`src/hdl/gsos_pkg.sv`:
```
package gsos_pkg;

    localparam int GSOS_CODE_W = 8;
    localparam int GSOS_ADDR_W = 8;
    localparam int GSOS_DATA_W = 32;
    localparam int GSOS_MAX_PINS = 8;
    localparam int GSOS_NUM_LVL = 4;
    localparam int GSOS_NUM_HP = 4;
    localparam int GSOS_EV_W = 8;

    // Pin function codes handled here
    localparam logic [7:0] GSOS_FN_OFF = 8'h00;
    localparam logic [7:0] GSOS_FN_SPK_SHUTDOWN = 8'h2B;
    localparam logic [7:0] GSOS_FN_SPK_WARN = 8'h2C;
    localparam logic [7:0] GSOS_FN_UNDERCLK = 8'h2D;
    localparam logic [7:0] GSOS_FN_OVERCLK = 8'h2E;
    localparam logic [7:0] GSOS_FN_HP1L = 8'h2F;
    localparam logic [7:0] GSOS_FN_HP1R = 8'h30;
    localparam logic [7:0] GSOS_FN_HP2L = 8'h31;
    localparam logic [7:0] GSOS_FN_HP2R = 8'h32;

    // Register byte addresses
    localparam logic [7:0] GSOS_FSEL_BASE = 8'h00;
    localparam logic [7:0] GSOS_STATUS_ADDR = 8'h20;
    localparam logic [7:0] GSOS_MASK_ADDR = 8'h24;
    localparam logic [7:0] GSOS_RAW_ADDR = 8'h28;

    // Reset values
    localparam logic [7:0] GSOS_FSEL_RESET = 8'h00;
    localparam logic [7:0] GSOS_MASK_RESET = 8'h00;
    localparam logic [7:0] GSOS_STATUS_RESET = 8'h00;

    // Level flag positions
    localparam int GSOS_LVL_SHUTDOWN = 0;
    localparam int GSOS_LVL_WARN = 1;
    localparam int GSOS_LVL_UNDERCLK = 2;
    localparam int GSOS_LVL_OVERCLK = 3;

    // Status and mask bit positions
    localparam int GSOS_EV_LVL_BASE = 0;
    localparam int GSOS_EV_HP_BASE = 4;

endpackage

```
`src/hdl/gsos_pin_sel.sv`:
```
`timescale 1ns/10ps
module gsos_pin_sel
    import gsos_pkg::*;
(
    input wire logic clk,
    input wire logic rst_b,
    input wire logic [GSOS_CODE_W-1:0] fsel,
    input wire logic [GSOS_NUM_LVL-1:0] level_flags,
    input wire logic [GSOS_NUM_HP-1:0] hp_pulse,
    output logic pin_out
);

    function automatic logic gsos_pick(
        input logic [GSOS_CODE_W-1:0] code,
        input logic [GSOS_NUM_LVL-1:0] lvl,
        input logic [GSOS_NUM_HP-1:0] hp
    );
        logic v;
        v = 1'b0;
        case (code)
            GSOS_FN_SPK_SHUTDOWN: v = lvl[GSOS_LVL_SHUTDOWN];
            GSOS_FN_SPK_WARN: v = lvl[GSOS_LVL_WARN];
            GSOS_FN_UNDERCLK: v = lvl[GSOS_LVL_UNDERCLK];
            GSOS_FN_OVERCLK: v = lvl[GSOS_LVL_OVERCLK];
            GSOS_FN_HP1L: v = hp[0];
            GSOS_FN_HP1R: v = hp[1];
            GSOS_FN_HP2L: v = hp[2];
            GSOS_FN_HP2R: v = hp[3];
            default: v = 1'b0;
        endcase
        return v;
    endfunction

    // Registered pin drive, low for codes not handled here
    always_ff @(posedge clk or negedge rst_b) begin
        if (!rst_b) begin
            pin_out <= 1'b0;
        end else begin
            pin_out <= gsos_pick(fsel, level_flags, hp_pulse);
        end
    end

endmodule

```
`src/hdl/gsos_status_out.sv`:
```
`timescale 1ns/10ps
module gsos_status_out
    import gsos_pkg::*;
#(
    parameter int NUM_PINS = 4
) (
    input wire logic clk,
    input wire logic rst_b,
    input wire logic spk_shutdown_temp,
    input wire logic spk_warn_temp,
    input wire logic underclock_err,
    input wire logic overclock_err,
    input wire logic headphone_out_one_left_done,
    input wire logic headphone_out_one_right_done,
    input wire logic headphone_out_two_left_done,
    input wire logic headphone_out_two_right_done,
    input wire logic [GSOS_ADDR_W-1:0] bus_addr,
    input wire logic [GSOS_DATA_W-1:0] bus_wdata,
    input wire logic bus_wr,
    input wire logic bus_rd,
    output logic [GSOS_DATA_W-1:0] bus_rdata,
    output logic [NUM_PINS-1:0] gpio_out,
    output logic irq
);

    logic [GSOS_CODE_W-1:0] fsel_reg [NUM_PINS];
    logic [GSOS_NUM_LVL-1:0] lvl;
    logic [GSOS_NUM_LVL-1:0] lvl_d_reg;
    logic [GSOS_NUM_HP-1:0] hp_done;
    logic [GSOS_NUM_HP-1:0] hp_done_d_reg;
    logic [GSOS_NUM_HP-1:0] hp_pulse;
    logic [GSOS_EV_W-1:0] ev;
    logic [GSOS_EV_W-1:0] status_reg;
    logic [GSOS_EV_W-1:0] status_next;
    logic [GSOS_EV_W-1:0] mask_reg;
    logic [GSOS_DATA_W-1:0] rdata_next;
    logic status_rd;

    // Index of a pin function register, or NUM_PINS when not one
    function automatic int gsos_fsel_idx(input logic [GSOS_ADDR_W-1:0] a);
        int idx;
        idx = NUM_PINS;
        for (int i = 0; i < NUM_PINS; i++) begin
            if (a == GSOS_FSEL_BASE + GSOS_ADDR_W'(4 * i)) begin
                idx = i;
            end
        end
        return idx;
    endfunction

    assign lvl = {overclock_err, underclock_err, spk_warn_temp,
                  spk_shutdown_temp};
    assign hp_done = {headphone_out_two_right_done,
                      headphone_out_two_left_done,
                      headphone_out_one_right_done,
                      headphone_out_one_left_done};

    // Edge history for completion pulses and event capture
    always_ff @(posedge clk or negedge rst_b) begin
        if (!rst_b) begin
            lvl_d_reg <= '0;
            hp_done_d_reg <= '0;
        end else begin
            lvl_d_reg <= lvl;
            hp_done_d_reg <= hp_done;
        end
    end

    // One-cycle pulse on each completed enable sequence
    assign hp_pulse = hp_done & ~hp_done_d_reg;
    assign ev = {hp_pulse, lvl & ~lvl_d_reg};

    // Pin function select registers
    always_ff @(posedge clk or negedge rst_b) begin
        if (!rst_b) begin
            for (int i = 0; i < NUM_PINS; i++) begin
                fsel_reg[i] <= GSOS_FSEL_RESET;
            end
        end else if (bus_wr && gsos_fsel_idx(bus_addr) < NUM_PINS) begin
            fsel_reg[gsos_fsel_idx(bus_addr)] <= bus_wdata[GSOS_CODE_W-1:0];
        end
    end

    // Interrupt mask
    always_ff @(posedge clk or negedge rst_b) begin
        if (!rst_b) begin
            mask_reg <= GSOS_MASK_RESET;
        end else if (bus_wr && bus_addr == GSOS_MASK_ADDR) begin
            mask_reg <= bus_wdata[GSOS_EV_W-1:0];
        end
    end

    // Sticky status, cleared by read, a new event wins over the clear
    assign status_rd = bus_rd && bus_addr == GSOS_STATUS_ADDR;

    always_comb begin
        status_next = status_reg;
        if (status_rd) begin
            status_next = '0;
        end
        status_next = status_next | ev;
    end

    always_ff @(posedge clk or negedge rst_b) begin
        if (!rst_b) begin
            status_reg <= GSOS_STATUS_RESET;
        end else begin
            status_reg <= status_next;
        end
    end

    assign irq = |(status_reg & mask_reg);

    // Read data, zero for unmapped addresses
    always_comb begin
        rdata_next = '0;
        if (gsos_fsel_idx(bus_addr) < NUM_PINS) begin
            rdata_next[GSOS_CODE_W-1:0] = fsel_reg[gsos_fsel_idx(bus_addr)];
        end else if (bus_addr == GSOS_STATUS_ADDR) begin
            rdata_next[GSOS_EV_W-1:0] = status_reg;
        end else if (bus_addr == GSOS_MASK_ADDR) begin
            rdata_next[GSOS_EV_W-1:0] = mask_reg;
        end else if (bus_addr == GSOS_RAW_ADDR) begin
            rdata_next[GSOS_EV_W-1:0] = {hp_done, lvl};
        end
    end

    always_ff @(posedge clk or negedge rst_b) begin
        if (!rst_b) begin
            bus_rdata <= '0;
        end else if (bus_rd) begin
            bus_rdata <= rdata_next;
        end else begin
            bus_rdata <= '0;
        end
    end

    // One selector per pin
    generate
        for (genvar g = 0; g < NUM_PINS; g++) begin : g_pin
            gsos_pin_sel u_sel (
                .clk(clk),
                .rst_b(rst_b),
                .fsel(fsel_reg[g]),
                .level_flags(lvl),
                .hp_pulse(hp_pulse),
                .pin_out(gpio_out[g])
            );
        end
    endgenerate

    // Checks on pin 0 and on the sticky status
    property p_shutdown;
        @(posedge clk) disable iff (!rst_b)
        (fsel_reg[0] == GSOS_FN_SPK_SHUTDOWN)
            |=> (gpio_out[0] == $past(spk_shutdown_temp));
    endproperty
    a_shutdown: assert property (p_shutdown)
        else $error("Shutdown pin does not follow temperature flag");

    property p_warn;
        @(posedge clk) disable iff (!rst_b)
        (fsel_reg[0] == GSOS_FN_SPK_WARN && spk_warn_temp)
            |=> gpio_out[0];
    endproperty
    a_warn: assert property (p_warn)
        else $error("Warning pin low while warning flag high");

    property p_underclk;
        @(posedge clk) disable iff (!rst_b)
        (fsel_reg[0] == GSOS_FN_UNDERCLK && !underclock_err)
            |=> !gpio_out[0];
    endproperty
    a_underclk: assert property (p_underclk)
        else $error("Underclock pin high without error");

    property p_overclk;
        @(posedge clk) disable iff (!rst_b)
        (fsel_reg[0] == GSOS_FN_OVERCLK)[*2]
            |-> (gpio_out[0] == $past(overclock_err));
    endproperty
    a_overclk: assert property (p_overclk)
        else $error("Overclock pin does not follow error flag");

    property p_hp_pulse;
        @(posedge clk) disable iff (!rst_b)
        (fsel_reg[0] == GSOS_FN_HP2L && $rose(headphone_out_two_left_done))
            |=> gpio_out[0];
    endproperty
    a_hp_pulse: assert property (p_hp_pulse)
        else $error("No pulse after headphone sequence completion");

    property p_pulse_one;
        @(posedge clk) disable iff (!rst_b)
        (fsel_reg[0] >= GSOS_FN_HP1L && fsel_reg[0] <= GSOS_FN_HP2R
            && gpio_out[0] && $stable(fsel_reg[0]))
            |=> !gpio_out[0];
    endproperty
    a_pulse_one: assert property (p_pulse_one)
        else $error("Completion pulse longer than one cycle");

    property p_pulse_cause;
        @(posedge clk) disable iff (!rst_b)
        (fsel_reg[0] == GSOS_FN_HP1R && !headphone_out_one_right_done)
            |=> !gpio_out[0];
    endproperty
    a_pulse_cause: assert property (p_pulse_cause)
        else $error("Headphone pulse without completion");

    property p_status_sticky;
        @(posedge clk) disable iff (!rst_b)
        (hp_pulse[0] && status_rd) |=> status_reg[GSOS_EV_HP_BASE] ##1
            (status_reg[GSOS_EV_HP_BASE] || $past(status_rd));
    endproperty
    a_status_sticky: assert property (p_status_sticky)
        else $error("Status event lost against read clear");

endmodule
```
`config.mk`:
```
export PLATFORM = sky130hd
export DESIGN_NAME = gsos_status_out
export DESIGN_NICKNAME = d
export VERILOG_FILES = /design/src/hdl/gsos_pkg.sv /design/src/hdl/gsos_pin_sel.sv /design/src/hdl/gsos_status_out.sv
export SDC_FILE = /design/constraint.sdc
export NUM_CORES = 1
export LEC_CHECK = 0
export ABC_AREA = 1
export BUFFER_PORTS_ARGS = -buffer_cell sky130_fd_sc_hd__buf_2
export CAP_MARGIN = 20
export CORE_MARGIN = 2
export CORE_UTILIZATION = 40
export CTS_CLUSTER_SIZE = 28
export DETAILED_ROUTE_END_ITERATION = 6
export PLACE_DENSITY_LB_ADDON = 0.05
export SYNTH_ARGS = -nofsm -noshare
export SYNTH_HDL_FRONTEND = slang
export SYNTH_HIERARCHICAL = 1
export SYNTH_SLANG_ARGS = --single-unit
```
`constraint.sdc`:
```
create_clock -name clk -period 0.8 [get_ports clk]
set_input_delay 0.08 -clock clk [delete_from_list [all_inputs] [get_ports clk]]
set_output_delay 0.08 -clock clk [all_outputs]
set_load 0.05 [all_outputs]
```
==> metrics.md <==
| Metric | Value |
|---|---|
| Max-cap viol count | 0 |
| Vias after detailed routing | roughly 3800 |
| Finished Cell Area | between 5000 and 6000 um2 |
| Leak | 2.85 nW |
| Synth Cell Area | ~4200 um2 |
| Max FO, Critical Path | 2 |
| CP max-delay cell | dfrtp_1 |
| Multiplexer share of the synthesized area | 0 |
| Sequential share of the synthesized area | 0.408 |
| Cell variety after synth | 28 |
| Grt ovf | 0 |
| Initial antenna violation count | 0 |
| Worst vdd ir | 0.00123 V |
| Core box area | around 10000 um2 |
| Total CTS buffers | 9 |
| Startpoint types | flip-flop |
| CTS tree | yes |
| Root Buffer Master | clkbuf_8 |
| Rows | 37 |
| Clk buf depth | 2 |
| Drt total wl | around 12000 um |
| Io pins | 89 |
| Arrival time at the worst endpoint | about 1.4 ns |
| Post-layout worst setup margin | -0.684 ns |
| First-pass GRT wire length | ~19000 um |
| Hold Vio Cnt, Final | 0 |
| Main combinational cell family by area after synthesis | simple AND/OR/NAND/NOR gates |
| Yosys warns | 6 |
| Tot Pwr | 8.23 mW |
| Mean Syn Cell Area | around 7.7 um2 |
| Clock sink total | 68 |
| Fin. max-slew vios | 0 |
| Max Fclk | about 670 MHz |
| Kind of critical path | reg -> out |
| Util after Layout | 0.583 |
| DRC errors left | 0 |
| Minimum clock period | 1.48 ns |
| Flops & latches, synth | 68 |
| H-tree levels | 3 |
| Post-detail-place hpwl | 8010 um |
| RSZ-0062 raised after global routing | true |
| CP peak stage delay | around 0.40 ns |
| # setup viols final | 38 |
| Max FFs per register | 32 |
| Clock latency on the worst-skew pair | approximately 0.36 ns |
| Failing checks | setup timing |
| Initial DRC Count | between 150 and 200 |
| DP Area | around 5000 um2 |
| Hold Crit Class | in -> reg |
| Synth Area in Adders | 0 |
| Synth Area in XOR/XNOR | 0 |
| Largest net degree at the start of global routing | between 40 and 50 |
| Worst Setup End Kind | output port |
| PortBufs | 40 |
| Die W | 106 um |
| Synth Area in Compound Gates | 0.116 |
| RD Place Congestion | 0.857 |
| FILL cells | around 930 |
| Placed cell count | approximately 760 |
| Vias in the first global route | between 3000 and 4000 |
| Number of diodes | 0 |
| Starting Density | 0.408 |
| Vias per cell | between 4 and 5 |
| Required time worst endpoint | ~0.7 ns |
| Reg clk slew, reported paths | 0.07 ns |
| Gr usage total | 0.221 |
| Layout cell share with drive strength beyond 1 | 0.436 |
| Layout overhead on the synthesized area | 42.9% |
| Final net count | ~700 |
| Routed len/inst | between 10 and 15 um |
| Die H | ~110 um |
| Clk_skew | 0.0125 ns |
| Fin cells | roughly 810 |
| Mapped Cells | 540 |
| Multi-input logic area | 2500 um2 |
| Critical path, cell by cell | a22o_1 > a21oi_1 > nand4_1 > buf_6 |
| Synth Area in Simple Gates | 0.354 |
| Die area | between 10000 and 15000 um2 |
| Power per cell area | between 1000 and 1500 nW/um2 |
| Status | complete, but fails checks |
| Router iterations before antenna repair | 6 |
| Fin crit share | 1.85 |
| Detail Route Antenna Nets | 0 |
| Register area | roughly 1700 um2 |
## path summary, 6_finish.rpt
check	start	endpoint	slack, ns	cells past startpoint
max reg2reg	fsel_reg[12]	g_pin[2].u_sel/pin_out	-0.30	7
max	status_reg[3]	irq	-0.68	4
max in group asynchronous	rst_b	status_reg[2]	0.24	3
min reg2reg	lvl_d_reg[3]	status_reg[3]	0.44	1
min	headphone_out_one_right_done	status_reg[5]	0.02	3
min in group asynchronous	rst_b	bus_rdata[6]	0.24	3
## critical path: cells and delay by family, from the launching register on
kind	cells	cell delay, ns
and+or+nand+nor	1	0.13
DFF	1	0.40
buffers and inverters	1	0.19
AOI/OAI and AO/OA	2	0.34
## placed cells by master (no fill, tap or decap), types with 2 or more instances in the layout
master         count
buf_12             8
buf_2             20
buf_4             48
buf_6             31
clkbuf_1           3
clkbuf_8          10
clkinv_4           2
conb_1            24
dfrtp_1           60
dfrtp_2            8
dlygate4sd3_1      9
inv_1             47
inv_2             15
inv_4              3
inv_8              3
nand2_1           76
nand2_2           44
nand2_4           13
nand2_8            3
nand3_1           31
nand3_2            9
nand3_4            9
nand3b_1          16
nand4_4            3
nor2_1            66
nor2_2            11
nor2_4            18
o21ai_0            8
o21ai_1           32
o21ai_2           24
o22ai_1            4
o22ai_2            4
## metal layers
| layer | vias up | track usage | wire (um) |
|---|---|---|---|
| met4 | 0 | 0.0602 | 289 |
| met1 | 1760 | 0.300 | 5440 |
| met3 | 24 | 0.0521 | 576 |
| met5 | - | 0 | 0 |
| met2 | 102 | 0.356 | 5700 |
| li1 | 1941 | - | - |
## where the power goes
part	switching, mW	internal, mW	total, mW
combinational	1.21	0.723	1.94
sequential	0.164	3.60	3.76
clock	1.31	1.22	2.53
## area by class of cell
class                   instances  share of cell area
flip-flops and latches         68               0.287
well taps                     136              0.0285
clock buffers                  13              0.0250
inverters                      71              0.0554
repair buffers                117               0.180
multi-input cells             400               0.420
clock inverters                 3             0.00378
## logic make-up (layout without fill, tap and decap cells)
kind of cell    count (synthesis)  after routing
compound gates                 75             75
flops                          68             68
other cells                     1             24
simple gates                  294            301
buf+inv                       102            204
## cells in the mapped netlist, drive strengths merged
cell,count,area [um2]
o21ai,64,410
a21oi,1,5.00
nand4,3,48.8
clkbuf,1,3.75
a22o,1,8.76
nand2,134,568
buf,30,238
nand3b,16,120
nor2,95,455
inv,71,267
conb,1,3.75
nand3,46,283
dfrtp,68,1700
o22ai,8,50.1
a221oi,1,8.76
## stage by stage
step           hold WS, ns  TNS (ns)  setup slack, ns
2_1_floorplan       -0.216     -6.65           -0.446
3_3_place_gp        0.0887    -24.25           -0.500
3_5_place_dp        0.0921    -25.03           -0.499
4_1_cts            0.00121     -5.88           -0.723
5_1_grt             0.0324     -8.60           -0.798
6_report            0.0151     -6.38           -0.684
## timing repair
item                       4_1_cts  5_1_grt
gates cloned                     6        1
pin swaps                       15       33
setup endpoints to repair       63       62
buffers inserted                 3       14
hold endpoints to repair        76        0
hold buffers                     9        0
gates resized for setup         55      100
(Power assumes the default switching activity.)
